**src/common/supply_reset_map.vh**
```
`ifndef SUPPLY_RESET_MAP_VH
`define SUPPLY_RESET_MAP_VH
// ---------------------------------------------------------------
// clock and timing figures
// ---------------------------------------------------------------
// clock period in ns
`define CLK_PERIOD_NS 40
// power-up reset timeout, nominal, in ms
`define POWER_UP_RESET_TIMEOUT_MS 200
// power-up timeout cycles: 200 ms / 40 ns
`define POWER_UP_RESET_TIMEOUT_CYC \
  ((`POWER_UP_RESET_TIMEOUT_MS * 1000000) / `CLK_PERIOD_NS)
// watchdog period, nominal, in ms (1.6 s)
`define WATCHDOG_PERIOD_MS 1600
// watchdog cycles: 1.6 s / 40 ns
`define WATCHDOG_PERIOD_CYC ((`WATCHDOG_PERIOD_MS * 1000000) / `CLK_PERIOD_NS)
// supply glitch reject width in ns
`define SUPPLY_GLITCH_REJECT_WIDTH_NS 100
// glitch filter cycles, rounded up
`define SUPPLY_GLITCH_REJECT_CYC \
  ((`SUPPLY_GLITCH_REJECT_WIDTH_NS + `CLK_PERIOD_NS - 1) / `CLK_PERIOD_NS)
// threshold to reset delay limit in ns
`define THRESHOLD_TO_RESET_DELAY_NS 5000
// debounce time for a manual pushbutton in ms
`define MANUAL_DEBOUNCE_MS 10
// debounce cycles
`define MANUAL_DEBOUNCE_CYC ((`MANUAL_DEBOUNCE_MS * 1000000) / `CLK_PERIOD_NS)
`endif

```
**src/hdl/edge_filter.v**
```verilog
`timescale 1ns/1ps
`default_nettype none
// ---------------------------------------------------------------
// two-flop synchroniser plus stability filter
// ---------------------------------------------------------------
module edge_filter #(
  parameter integer STABLE_CYC = 3,
  parameter integer CNT_W = 20,
  parameter [0:0] INIT = 1'b0
) (
  input wire clk,
  input wire rst,
  input wire ce,
  input wire din,
  output reg dout_reg
);
  reg sync1_reg; // first flop, read only by sync2
  reg sync2_reg; // second flop
  reg [CNT_W-1:0] cnt_reg; // cycles the new level has held

  // synchronise, then accept a level only once it held long enough
  always @(posedge clk or posedge rst) begin
    if (rst) begin
      sync1_reg <= INIT;
      sync2_reg <= INIT;
      cnt_reg <= {CNT_W{1'b0}};
      dout_reg <= INIT;
    end else if (ce) begin
      sync1_reg <= din;
      sync2_reg <= sync1_reg;
      if (sync2_reg == dout_reg) begin
        cnt_reg <= {CNT_W{1'b0}}; // no pending change
      end else if (cnt_reg >= STABLE_CYC[CNT_W-1:0] - 1'b1) begin
        dout_reg <= sync2_reg; // change confirmed
        cnt_reg <= {CNT_W{1'b0}};
      end else begin
        cnt_reg <= cnt_reg + 1'b1;
      end
    end
  end
endmodule
`default_nettype wire

```
**src/hdl/supply_reset_watchdog.v**
```verilog
`timescale 1ns/1ps
`default_nettype none
`include "supply_reset_map.vh"
// Summary of operation
// - watchdog expires after 1.6 s without activity
// - watchdog expiry runs normal reset sequence
// - any data edge clears watchdog counter
// - watchdog held cleared during any reset
// - parameter removes the watchdog entirely
// - hold reset 200 ms after supply ok
// - release both outputs after timeout
// - assert reset while supply below threshold
// - assert reset within 5 us of crossing
// - ignore supply dips sampled on fewer than 3 clock edges
// - outputs open drain, drive asserted level only
// - external forced level does not hold reset, starts at most one
// - rising edge on high pin starts timeout, only while released
// - falling edge on low pin starts timeout, only while released
// - debounce manual pushbutton into one reset
module supply_reset_watchdog #(
  parameter HAS_WATCHDOG = 1,
  parameter integer TIMEOUT_CYC = `POWER_UP_RESET_TIMEOUT_CYC,
  parameter integer WATCHDOG_CYC = `WATCHDOG_PERIOD_CYC,
  parameter integer DEBOUNCE_CYC = `MANUAL_DEBOUNCE_CYC
) (
  input wire clk,
  input wire rst,
  input wire ce,
  input wire supply_ok,
  input wire data_line_in,
  input wire reset_hi_in,
  output wire reset_hi_out,
  output wire reset_hi_oe,
  input wire reset_n_in,
  output wire reset_n_out,
  output wire reset_n_oe,
  output wire reset_active
);
  // ---------------------------------------------------------------
  // constants and states
  // ---------------------------------------------------------------
  localparam [1:0] ST_LOW_SUPPLY = 2'b00; // supply under threshold
  localparam [1:0] ST_TIMEOUT = 2'b01; // timing the reset hold
  localparam [1:0] ST_RUN = 2'b10; // outputs released
  localparam integer GLITCH_CYC = `SUPPLY_GLITCH_REJECT_CYC;
  localparam integer TIMEOUT_LAST = TIMEOUT_CYC - 1; // last timeout count
  localparam integer WATCHDOG_LAST = WATCHDOG_CYC - 1; // last idle count
  // counters are 28 bits wide: cut the 32-bit figures on purpose
  localparam [27:0] TIMEOUT_END = TIMEOUT_LAST[27:0];
  localparam [27:0] WATCHDOG_END = WATCHDOG_LAST[27:0];

  // ---------------------------------------------------------------
  // input conditioning
  // ---------------------------------------------------------------
  wire supply_ok_f; // filtered supply-ok
  wire data_f; // synchronised data line
  wire hi_f; // debounced active-high pin
  wire lo_f; // debounced active-low pin

  // supply dips seen on fewer than GLITCH_CYC clock edges never pass
  edge_filter #(.STABLE_CYC(GLITCH_CYC), .CNT_W(4), .INIT(1'b0))
    u_supply (.clk(clk), .rst(rst), .ce(ce), .din(supply_ok),
    .dout_reg(supply_ok_f));

  // data line: synchroniser only, one-cycle stability
  edge_filter #(.STABLE_CYC(1), .CNT_W(2), .INIT(1'b1))
    u_data (.clk(clk), .rst(rst), .ce(ce), .din(data_line_in),
    .dout_reg(data_f));

  // pushbutton debouncers on the pins
  edge_filter #(.STABLE_CYC(DEBOUNCE_CYC), .CNT_W(28), .INIT(1'b1))
    u_hi (.clk(clk), .rst(rst), .ce(ce), .din(reset_hi_in),
    .dout_reg(hi_f));
  edge_filter #(.STABLE_CYC(DEBOUNCE_CYC), .CNT_W(28), .INIT(1'b0))
    u_lo (.clk(clk), .rst(rst), .ce(ce), .din(reset_n_in),
    .dout_reg(lo_f));

  // ---------------------------------------------------------------
  // edge detection
  // ---------------------------------------------------------------
  reg data_prev_reg; // last data level
  reg hi_prev_reg; // last high-pin level
  reg lo_prev_reg; // last low-pin level
  reg [1:0] state_reg; // sequencer state
  reg [1:0] state_next;
  reg [27:0] tmo_reg; // timeout counter
  reg [27:0] tmo_next;
  reg [27:0] wdg_reg; // watchdog counter
  reg [27:0] wdg_next;

  wire driving = (state_reg != ST_RUN); // own drive active
  wire data_edge = (data_f != data_prev_reg);
  // edges only count while released, so own drive cannot retrigger
  // hazard: an edge seen while driving is dropped, not delayed
  wire hi_rise = hi_f & ~hi_prev_reg & ~driving;
  wire lo_fall = ~lo_f & lo_prev_reg & ~driving;
  wire wdg_expire = (HAS_WATCHDOG != 0) &&
    (wdg_reg >= WATCHDOG_END);

  // previous-level registers for the edge detectors
  always @(posedge clk or posedge rst) begin
    if (rst) begin
      data_prev_reg <= 1'b1;
      hi_prev_reg <= 1'b1;
      lo_prev_reg <= 1'b0;
    end else if (ce) begin
      data_prev_reg <= data_f;
      hi_prev_reg <= hi_f;
      lo_prev_reg <= lo_f;
    end
  end

  // ---------------------------------------------------------------
  // reset sequencer
  // ---------------------------------------------------------------
  // next state and timeout count
  always @* begin
    state_next = state_reg;
    tmo_next = tmo_reg;
    case (state_reg)
      ST_LOW_SUPPLY: begin
        tmo_next = 28'h0000000;
        if (supply_ok_f) begin
          state_next = ST_TIMEOUT;
        end
      end
      ST_TIMEOUT: begin
        if (tmo_reg >= TIMEOUT_END) begin
          state_next = ST_RUN;
          tmo_next = 28'h0000000;
        end else begin
          tmo_next = tmo_reg + 28'h0000001;
        end
      end
      ST_RUN: begin
        tmo_next = 28'h0000000;
        // manual edges and watchdog use the same sequence
        if (hi_rise || lo_fall || wdg_expire) begin
          state_next = ST_TIMEOUT;
        end
      end
      default: begin
        state_next = ST_LOW_SUPPLY;
      end
    endcase
    // supply loss overrides everything
    if (!supply_ok_f) begin
      state_next = ST_LOW_SUPPLY;
      tmo_next = 28'h0000000;
    end
  end

  // watchdog counter
  // restarts on expiry, so one lapse of activity gives one reset
  // and a quiet line keeps resetting the host once per watchdog period plus timeout
  always @* begin
    wdg_next = wdg_reg + 28'h0000001;
    if ((HAS_WATCHDOG == 0) || driving || data_edge || wdg_expire) begin
      wdg_next = 28'h0000000;
    end
  end

  // state registers
  always @(posedge clk or posedge rst) begin
    if (rst) begin
      state_reg <= ST_LOW_SUPPLY;
      tmo_reg <= 28'h0000000;
      wdg_reg <= 28'h0000000;
    end else if (ce) begin
      state_reg <= state_next;
      tmo_reg <= tmo_next;
      wdg_reg <= wdg_next;
    end
  end

  // ---------------------------------------------------------------
  // open-drain outputs
  // ---------------------------------------------------------------
  // enable follows the next state, so it moves with the state register
  reg drive_reg; // registered drive enable
  always @(posedge clk or posedge rst) begin
    if (rst) begin
      drive_reg <= 1'b1;
    end else if (ce) begin
      drive_reg <= (state_next != ST_RUN);
    end
  end

  // drive only the asserted level, release otherwise
  // the pulls on the board give the idle level of each pin
  assign reset_hi_out = 1'b1;
  assign reset_hi_oe = drive_reg;
  assign reset_n_out = 1'b0;
  assign reset_n_oe = drive_reg;
  assign reset_active = drive_reg;
endmodule
`default_nettype wire

```
**config.mk**
```make
export PLATFORM = sky130hd
export DESIGN_NAME = supply_reset_watchdog
export DESIGN_NICKNAME = d
export VERILOG_FILES = /design/src/hdl/edge_filter.v /design/src/hdl/supply_reset_watchdog.v
export VERILOG_INCLUDE_DIRS = /design/src /design/src/common
export SDC_FILE = /design/constraint.sdc
export NUM_CORES = 1
export LEC_CHECK = 0
export CELL_PAD_IN_SITES_DETAIL_PLACEMENT = 1
export CELL_PAD_IN_SITES_GLOBAL_PLACEMENT = 2
export CORE_ASPECT_RATIO = 0.5
export CORE_MARGIN = 5
export CORE_UTILIZATION = 35
export DETAILED_ROUTE_END_ITERATION = 16
export DONT_BUFFER_PORTS = 1
export GPL_ROUTABILITY_DRIVEN = 0
export PLACE_DENSITY = 0.83
export SLEW_MARGIN = 20
export SYNTH_ARGS = -nofsm -noshare
export SYNTH_HDL_FRONTEND = slang
export SYNTH_SLANG_ARGS = --single-unit
```
**constraint.sdc**
```tcl
create_clock -name clk -period 4.27 [get_ports clk]
set_input_delay 0.854 -clock clk [delete_from_list [all_inputs] [get_ports clk]]
set_output_delay 0.854 -clock clk [all_outputs]
set_load 0.02 [all_outputs]
```
==> flow_summary.json, run 1 <==
{
  "status": "completed",
  "synthCells": 722,
  "diodes": 0,
  "synth_edf_count": 0,
  "initial_core_util_pct": 35.9,
  "synth_ff_type": "dfrtp_1",
  "first_pass_iters": 6,
  "cap_violations": 0,
  "max_freq_ghz": 0.387,
  "final.fill_count": 2165,
  "drt_iter0_drc": 363,
  "setup_violations": 0,
  "hold_path.class": "input pin to async pin",
  "cts_sinks": 134,
  "start_kind": "flip-flop",
  "cts_setup_buffers": 0,
  "seq_area_frac_synth_pct": 47.8,
  "synth_fp_nets": 735,
  "via_count": 5513,
  "period_minus_slack_ns": 2.59,
  "io-pin-count": 12,
  "hold_buffers": 0,
  "synth_top_area_share_pct": 44.4,
  "netSwitchingFraction_pct": 26.0,
  "p_comb_share_pct": 8.6,
  "yosysUniqueCellTypes": 74,
  "clkTransAtPathRegs_ns": 0.06,
  "r2r_slack_ns": 1.68,
  "r2r_start": "u_hi.cnt_reg[0]$_DFFE_PP0P_",
  "final_area_sq_um": 7910,
  "p_int_mw": 2.46,
  "syn_area_sq_um": 7040,
  "reg2reg_depth": 6,
  "ant_nets": 0,
  "arrival_ns": 2.94,
  "period_share_pct": 60.6,
  "cts_made_buffers": 17,
  "rsz0062_at_grt": "no",
  "maxSlewHeadroom_pct": 42.5,
  "power_frac_seq_pct": 43.1,
  "tightest_slew_ns": 0.861,
  "finalNetCount": 724,
  "cts_resized": 0,
  "path_max_fanout": 21,
  "via_per_inst": 5.57,
  "grt_pass1_wl_um": 29700,
  "drt-wirelength-per-cell_um": 17.1,
  "hpwl_um": 10500,
  "portBuffers": 0,
  "power_density_nw_per_um2": 420,
  "globalRouteTotalUtil_pct": 15.6,
  "maxSlewViolCount": 0,
  "startpoint": "u_hi.cnt_reg[0]$_DFFE_PP0P_",
  "drc": 0,
  "synth_common_cells": "125 x dfrtp_1, 63 x nand2_1, 54 x nor2_1",
  "yosysMostFrequentCell": "dfrtp_1",
  "clockBufferDepth": 2,
  "die_h_um": 110,
  "cp.required_ns": 4.62,
  "gr-total-overflow": 0,
  "grt_antenna_before_repair": 0,
  "syn_to_final_growth_pct": 12.2,
  "end_kind": "flip-flop",
  "root_buffer": "clkbuf_16",
  "ir_drop_mv": 0.326,
  "synth_area_leaders": "dfrtp_1 44%, a31oi_1 3.5%, dfstp_2 3.4%",
  "synth_warnings": 0,
  "fin_tns_setup_ns": 0,
  "async_reset_ff_share_pct": 100,
  "r2r_end": "u_hi.dout_reg$_DFFE_PP1P_",
  "path_class": "flip-flop to flip-flop",
  "placed_area_sq_um": 7270,
  "fin_skew_ns": 0.00733,
  "grt_pass1_vias": 5832,
  "hold_violations": 0,
  "cts_tree": "done",
  "wirelength_um": 17000,
  "ys_ff_latch": 134,
  "die_x_um": 211,
  "clockPowerShare_pct": 48.3,
  "row_count": 36,
  "clock_latency_ns": 0.42,
  "syn_area_per_cell_sq_um": 9.75,
  "synth.largest_area_cell": "dfrtp_1",
  "grt_max_degree": 99,
  "leakagePower_nw": 3.17,
  "p_sw_mw": 0.863,
  "coreArea_sq_um": 19600,
  "h-tree-depth": 4,
  "dieArea_sq_um": 23200,
  "layout-drive-gt1-share_pct": 11.9
}
==> placed cells by master, fill, tap and decap left out, types with 3 or more instances in the layout <==
cell / synthesis / routed
dfrtp_1: 125 / 125
nand2_1: 63 / 63
nor4_1: 13 / 12
nor3_1: 10 / 10
and2_1: 17 / 17
o21ai_0: 29 / 29
inv_1: 33 / 32
o21a_1: 3 / 3
clkbuf_16: 0 / 17
and3_1: 19 / 19
clkinv_4: 0 / 4
o31a_1: 3 / 3
nand4_1: 30 / 30
nand3_1: 37 / 37
or3_1: 6 / 6
mux2_2: 13 / 13
bufinv_16: 0 / 4
o2bb2ai_1: 6 / 6
or4_1: 7 / 7
xnor2_1: 15 / 15
buf_4: 4 / 6
a31oi_1: 39 / 39
a21oi_1: 8 / 8
o221ai_1: 3 / 3
o211ai_1: 9 / 9
dfstp_2: 9 / 9
nand4b_1: 3 / 3
clkinvlp_4: 0 / 4
mux2i_1: 4 / 4
and4_1: 8 / 8
nor3b_2: 3 / 3
o311ai_1: 4 / 4
nor2b_1: 21 / 21
o2111ai_1: 17 / 17
a41oi_1: 6 / 6
nor2_1: 54 / 54
ha_1: 6 / 6
xor2_1: 15 / 15
==> critical path: stages, from the launching register on <==
cell	delay (ns)
dfrtp_1	0.42
ha_1	0.26
and3_1	0.22
o41ai_1	0.34
a221o_1	0.77
a21oi_1	0.19
mux2_2	0.32
==> final cells by class <==
| class | instances | area [sq um] | share of cell area [%] |
|---|---|---|---|
| multi-input cells | 517 | 3370 | 42.7 |
| flip-flops and latches | 134 | 3360 | 42.6 |
| clock buffers | 18 | 439 | 5.56 |
| well taps | 266 | 333 | 4.21 |
| clock inverters | 14 | 200 | 2.53 |
| inverters | 34 | 131 | 1.66 |
| repair buffers | 7 | 65.1 | 0.823 |
==> how the worst max path moves through the flow <==
stage	end	cells past startpoint
final	u_hi.dout_reg$_DFFE_PP1P_	6
after global routing	u_hi.cnt_reg[0]$_DFFE_PP0P_	6
after CTS	u_hi.dout_reg$_DFFE_PP1P_	6
after detailed placement	tmo_reg[10]$_DFFE_PP0P_	6
after global placement	tmo_reg[22]$_DFFE_PP0P_	5
after floorplan	lo_prev_reg$_DFFE_PP0P_	1
==> per-stage QoR <==
step	utilization, %	std cells	power, mW	hold WS [ns]	worst slack, ns
after floorplan	-	722	1.67	0.444	1.76
final	40.3	990	3.32	0.463	1.68
after CTS	40.3	990	3.37	0.477	1.76
after global routing	40.3	990	3.46	0.482	1.54
after detailed placement	37.1	958	1.74	0.467	1.76
after global placement	37.1	958	1.72	0.464	1.83
==> layer usage <==
layer  vias up  track usage (%)  routed length (um)  share of wire [%]
li1       2643                -                   -                  -
met1      2807             20.3                8220                 48
met2        48             26.9                8170                 48
met3        15             3.05                 392                2.3
met4         0             4.44                 177                1.0
met5         -                0                   0                  0
==> cell families (layout without fill, tap and decap cells) <==
family	count (synthesis)	in the layout	synth area share [%]
compound gates	146	146	15.1
xor+xnor	30	30	3.73
fa+ha+maj	6	6	1.07
buf+inv	71	73	4.64
flops	134	134	47.8
mux	18	18	2.81
other cells	2	2	0.107
simple gates	315	315	24.7
==> power by group through the flow <==
stage	combinational (mW)	clock (mW)	sequential [mW]
3_5_place_dp	0.288	0	1.46
5_1_grt	0.324	1.69	1.45
2_1_floorplan	0.240	0	1.43
6_report	0.286	1.60	1.43
4_1_cts	0.293	1.64	1.43
3_3_place_gp	0.275	0	1.45
No activity file was read; power rests on OpenSTA's default activity.
==> run 2, diff against run 1 <==
==> constraint.sdc (replaced) <==
create_clock -name clk -period 2.3 [get_ports clk]
set_input_delay 0.46 -clock clk [delete_from_list [all_inputs] [get_ports clk]]
set_output_delay 0.46 -clock clk [all_outputs]
set_load 0.02 [all_outputs]
==> run 2 against run 1 <==
Net effect: cell count rose by 2.4%; register-to-register slack got worse by 1.5 ns; hold slack got worse by 0.34 ns; critical endpoint is now wdg_reg[2]$_DFFE_PP0P_; largest power group unchanged.
==> flow_summary.json, run 2 (same netlist as run 1, synthesis figures left out) <==
{
  "final_area_sq_um": 8080,
  "drc": 0,
  "die_x_um": 211,
  "end_kind": "flip-flop",
  "portBuffers": 0,
  "gr-total-overflow": 0,
  "period_share_pct": 93.1,
  "top_layer": "met4",
  "hold_buffers": 0,
  "r2r_slack_ns": 0.16,
  "maxSlewHeadroom_pct": 51.3,
  "arrival_ns": 2.47,
  "fin_skew_ns": 0.0103,
  "mostFrequentLayoutCells": "125 x dfrtp_1, 63 x nand2_1, 54 x nor2_1",
  "ant_nets": 0,
  "clockPowerShare_pct": 46.5,
  "grt_pass1_wl_um": 30300,
  "fin_tns_setup_ns": 0,
  "coreArea_sq_um": 19600,
  "layout_commonest_cell": "dfrtp_1",
  "cts_sinks": 134,
  "root_buffer": "clkbuf_16",
  "h-tree-depth": 4,
  "cts_tree": "done",
  "via_per_inst": 5.59,
  "grt_max_degree": 135,
  "p_comb_share_pct": 9.4,
  "r2r_end": "wdg_reg[2]$_DFFE_PP0P_",
  "period_minus_slack_ns": 2.14,
  "power_frac_seq_pct": 44.1,
  "final_util_pct": 41.3,
  "clockBufferDepth": 2,
  "grt_antenna_before_repair": 0,
  "io-pin-count": 12,
  "clkTransAtPathRegs_ns": 0.06,
  "fin_ws_ns": 0.158,
  "drt_iter0_drc": 315,
  "p_int_mw": 4.49,
  "hpwl_um": 11100,
  "wl_met3_um": 439,
  "first_pass_iters": 4,
  "die_h_um": 110,
  "hold_slack_ns": 0.120,
  "maxSlewViolCount": 0,
  "max_freq_ghz": 0.467,
  "dp.cells": 980,
  "cap_violations": 0,
  "status": "completed",
  "finalNetCount": 748,
  "globalRouteTotalUtil_pct": 16.0,
  "hold_path.class": "input pin to async pin",
  "start_kind": "flip-flop",
  "power_density_nw_per_um2": 749,
  "dp_slack_ns": 0.107,
  "initial_core_util_pct": 35.9,
  "ir_drop_mv": 0.389,
  "via_count": 5668,
  "syn_to_final_growth_pct": 14.8,
  "dieArea_sq_um": 23200,
  "diodes": 0,
  "netSwitchingFraction_pct": 25.8,
  "wirelength_um": 17400,
  "drt-wirelength-per-cell_um": 17.2,
  "cts_made_buffers": 17,
  "leakagePower_nw": 3.29,
  "rsz0062_at_grt": "no",
  "clock_latency_ns": 0.42,
  "r2r_start": "wdg_reg[0]$_DFFE_PP0P_",
  "setup_violations": 0,
  "row_count": 36,
  "placed_area_sq_um": 7440,
  "power_mw": 6.05,
  "p_sw_mw": 1.56,
  "hold_violations": 0,
  "grt_pass1_vias": 5869,
  "layout-drive-gt1-share_pct": 14.7,
  "layoutNonFillerInstCount": 1014,
  "tightest_slew_ns": 0.730,
  "reg2reg_depth": 7,
  "wl_met1_um": 8310,
  "dr_wl_met2_um": 8490,
  "path_max_fanout": 4,
  "path_class": "flip-flop to flip-flop",
  "cp.required_ns": 2.63
}
[run 2: changes by cell type in the layout (fill, tap and decap cells not counted), sizes merged]
| cell | previous run | this run |
|---|---|---|
| inv | 34 | 33 |
| a21oi | 9 | 10 |
| clkinvlp | 4 | 5 |
| clkbuf | 18 | 20 |
| buf | 7 | 30 |
| clkinv | 6 | 5 |
| bufinv | 4 | 3 |
[run 2: what timing repair did]
action / 4_1_cts / 5_1_grt
gates resized for setup: 0 / 2
endpoints found under the setup margin: 0 / 28
buffers inserted: 0 / 1
[run 2: how the worst max path moves through the flow]
stage / start / slack [ns] / cells past startpoint / to
5_1_grt: wdg_reg[0]$_DFFE_PP0P_ / 0.04 / 7 / wdg_reg[0]$_DFFE_PP0P_
3_3_place_gp: wdg_reg[24]$_DFFE_PP0P_ / 0.17 / 5 / wdg_reg[26]$_DFFE_PP0P_
4_1_cts: wdg_reg[24]$_DFFE_PP0P_ / 0.03 / 5 / wdg_reg[8]$_DFFE_PP0P_
3_5_place_dp: wdg_reg[24]$_DFFE_PP0P_ / 0.11 / 5 / wdg_reg[4]$_DFFE_PP0P_
2_1_floorplan: rst / 0.18 / 1 / lo_prev_reg$_DFFE_PP0P_
6_report: wdg_reg[0]$_DFFE_PP0P_ / 0.16 / 7 / wdg_reg[2]$_DFFE_PP0P_
[run 2: critical path: stages (launching register included)]
cell and delay, ns:
dfrtp_1 0.41, ha_1 0.22, and2_1 0.17, a311o_1 0.37, a41oi_2 0.42, buf_4 0.21, nand2_1 0.09, o221ai_1 0.17
[run 2: area by class of cell]
type                       instances  area (sq um)
fill                            2210         11500
multi-input combinational        518          3400
sequential                       134          3360
clock buffer                      20           457
tap                              266           333
timing repair buffer              30           250
clock inverter                    12           153
inverter                          34           131
[run 2: power by group through the flow]
stage          clock, mW  sequential [mW]  combinational (mW)
5_1_grt             3.00             2.69               0.645
3_5_place_dp           0             2.71               0.566
2_1_floorplan          0             2.66               0.446
6_report            2.81             2.67               0.570
4_1_cts             2.88             2.67               0.579
3_3_place_gp           0             2.69               0.529
[run 2: metal layers]
| layer | vias up | track usage [%] |
|---|---|---|
| met4 | 0 | 3.88 |
| met1 | 2906 | 20.7 |
| met2 | 52 | 27.7 |
| met3 | 12 | 3.59 |
| li1 | 2698 | - |
| met5 | - | 0 |
==> run 3, diff against run 2 <==
--- a/config.mk
+++ b/config.mk
@@ -14,7 +14,7 @@
 export DETAILED_ROUTE_END_ITERATION = 16
 export DONT_BUFFER_PORTS = 1
 export GPL_ROUTABILITY_DRIVEN = 0
-export PLACE_DENSITY = 0.83
+export PLACE_DENSITY = 0.78
 export SLEW_MARGIN = 20
 export SYNTH_ARGS = -nofsm -noshare
 export SYNTH_HDL_FRONTEND = slang
==> run 3 against run 2 <==
Net effect: clock power increased by 5%; register-to-register slack about the same; fmax decreased by 0.45%; count of clock-buffer cells in the layout increased by 1; cell count increased by 0.39%; highest routed layer unchanged.
==> flow_summary.json, run 3 (same netlist as run 1, synthesis figures left out) <==
{
  "status": "completed",
  "layout-drive-gt1-share_pct": 14.8,
  "setup_violations": 0,
  "maxSlewViolCount": 0,
  "fin_skew_ns": 0.0104,
  "power_frac_seq_pct": 43.0,
  "finalNetCount": 752,
  "start_kind": "flip-flop",
  "critPathSlowestCell": "dfrtp_1",
  "row_count": 36,
  "period_minus_slack_ns": 2.15,
  "drt_iter0_drc": 338,
  "clockPowerShare_pct": 47.8,
  "cts_tree": "done",
  "wirelength_um": 17100,
  "via_per_inst": 5.52,
  "clockBufferDepth": 2,
  "placed_area_sq_um": 7480,
  "clkTransAtPathRegs_ns": 0.06,
  "maxSlewHeadroom_pct": 59.5,
  "hold_path.class": "input pin to flip-flop",
  "critical-path-top-delay-family": "compound AO/OA/AOI/OAI gates",
  "gr-total-overflow": 0,
  "clock_latency_ns": 0.42,
  "mostFrequentLayoutCells": "125 x dfrtp_1, 63 x nand2_1, 54 x nor2_1",
  "hold_violations": 0,
  "portBuffers": 0,
  "ir_drop_mv": 0.502,
  "reg2reg_depth": 7,
  "die_h_um": 110,
  "period_share_pct": 93.6,
  "dieArea_sq_um": 23200,
  "arrival_ns": 2.43,
  "layout_commonest_cell": "dfrtp_1",
  "first_pass_iters": 4,
  "power_density_nw_per_um2": 761,
  "root_buffer": "clkbuf_16",
  "grt_pass1_vias": 5788,
  "netSwitchingFraction_pct": 25.5,
  "grt_antenna_before_repair": 0,
  "p_comb_share_pct": 9.2,
  "cap_violations": 0,
  "path_max_fanout": 16,
  "leakagePower_nw": 3.32,
  "p_sw_mw": 1.58,
  "max_freq_ghz": 0.465,
  "seq_area_sq_um": 3360,
  "multi_input_area_sq_um": 3370,
  "p_int_mw": 4.62,
  "initial_core_util_pct": 35.9,
  "coreArea_sq_um": 19600,
  "end_kind": "flip-flop",
  "hpwl_um": 11300,
  "grt_pass1_wl_um": 29900,
  "globalRouteTotalUtil_pct": 15.7,
  "die_x_um": 211,
  "ant_nets": 0,
  "drc": 0,
  "grt_max_degree": 78,
  "crit_top_cell": "a31oi_1",
  "crit_buf_inv": 1,
  "drt-wirelength-per-cell_um": 16.8,
  "path_depth": 7,
  "h-tree-depth": 4,
  "path_class": "flip-flop to flip-flop",
  "tightest_slew_ns": 0.602,
  "io-pin-count": 12,
  "cts_made_buffers": 17,
  "rsz0062_at_grt": "no",
  "diodes": 0,
  "cts_sinks": 134,
  "crit_path_max_incr_delay_ns": 0.40,
  "cp.required_ns": 2.58,
  "via_count": 5622,
  "min_path_cells": 1,
  "crit_chain": "ha_1, nand3_1, o311a_1, o211a_1, buf_4, a31oi_1, a31oi_1",
  "final.fill_count": 2232,
  "syn_to_final_growth_pct": 15.7,
  "final_area_sq_um": 8150,
  "fin_tns_setup_ns": 0
}
run 3: area by class of cell:
type,instances,area share [%]
Clock buffer,21,5.65
Clock inverter,11,2.10
Inverter,34,1.61
Multi-Input combinational cell,517,41.4
Sequential cell,134,41.3
Tap cell,266,4.08
Timing Repair Buffer,35,3.87
run 3: stage by stage:
| stage | util, % | setup slack [ns] | std cells | hold WS [ns] | power (mW) |
|---|---|---|---|---|---|
| global placement | 38.2 | 0.229 | 982 | 0.352 | 3.24 |
| finish | 41.6 | 0.148 | 1018 | 0.111 | 6.20 |
| detailed placement | 38.2 | 0.168 | 982 | 0.350 | 3.28 |
| CTS | 41.5 | 0.154 | 1015 | 0.0921 | 6.28 |
| global route | 41.6 | 0.0404 | 1018 | 0.0952 | 6.48 |
| floorplan | - | 0.182 | 722 | 0.444 | 3.10 |
run 3: path summary, 6_finish.rpt:
check | end | slack [ns] | startpoint
max in group asynchronous | u_hi.sync1_reg$_DFFE_PP1P_ | 1.05 | rst
worst max-delay path | tmo_reg[10]$_DFFE_PP0P_ | 0.15 | tmo_reg[0]$_DFFE_PP0P_
worst max register to register | tmo_reg[10]$_DFFE_PP0P_ | 0.15 | tmo_reg[0]$_DFFE_PP0P_
worst min register to register | tmo_reg[26]$_DFFE_PP0P_ | 0.48 | tmo_reg[26]$_DFFE_PP0P_
min in group asynchronous | u_hi.cnt_reg[7]$_DFFE_PP0P_ | 0.51 | rst
worst min-delay path | u_hi.cnt_reg[21]$_DFFE_PP0P_ | 0.11 | ce
run 3: power groups by stage:
stage	clock, mW	sequential, mW	combinational [mW]
floorplan	0	2.66	0.446
global placement	0	2.70	0.549
detailed placement	0	2.71	0.578
CTS	3.03	2.67	0.585
global route	3.14	2.69	0.651
finish	2.96	2.66	0.573
run 3: layer usage:
metal / vias up / routed length (um) / global-route usage, % / part of all wire [%]
li1: 2701 / - / - / -
met1: 2851 / 8590 / 21.8 / 50
met2: 50 / 7880 / 25.2 / 46
met3: 20 / 428 / 3.31 / 2.5
met4: 0 / 215 / 4.48 / 1.3
met5: - / 0 / 0 / 0
run 3: timing repair:
action,in CTS,in global routing
resized for setup,0,0
endpoints found under the setup margin,0,2
hold buffers,1,0
hold endpoints to repair,14,0
buffers inserted,0,3
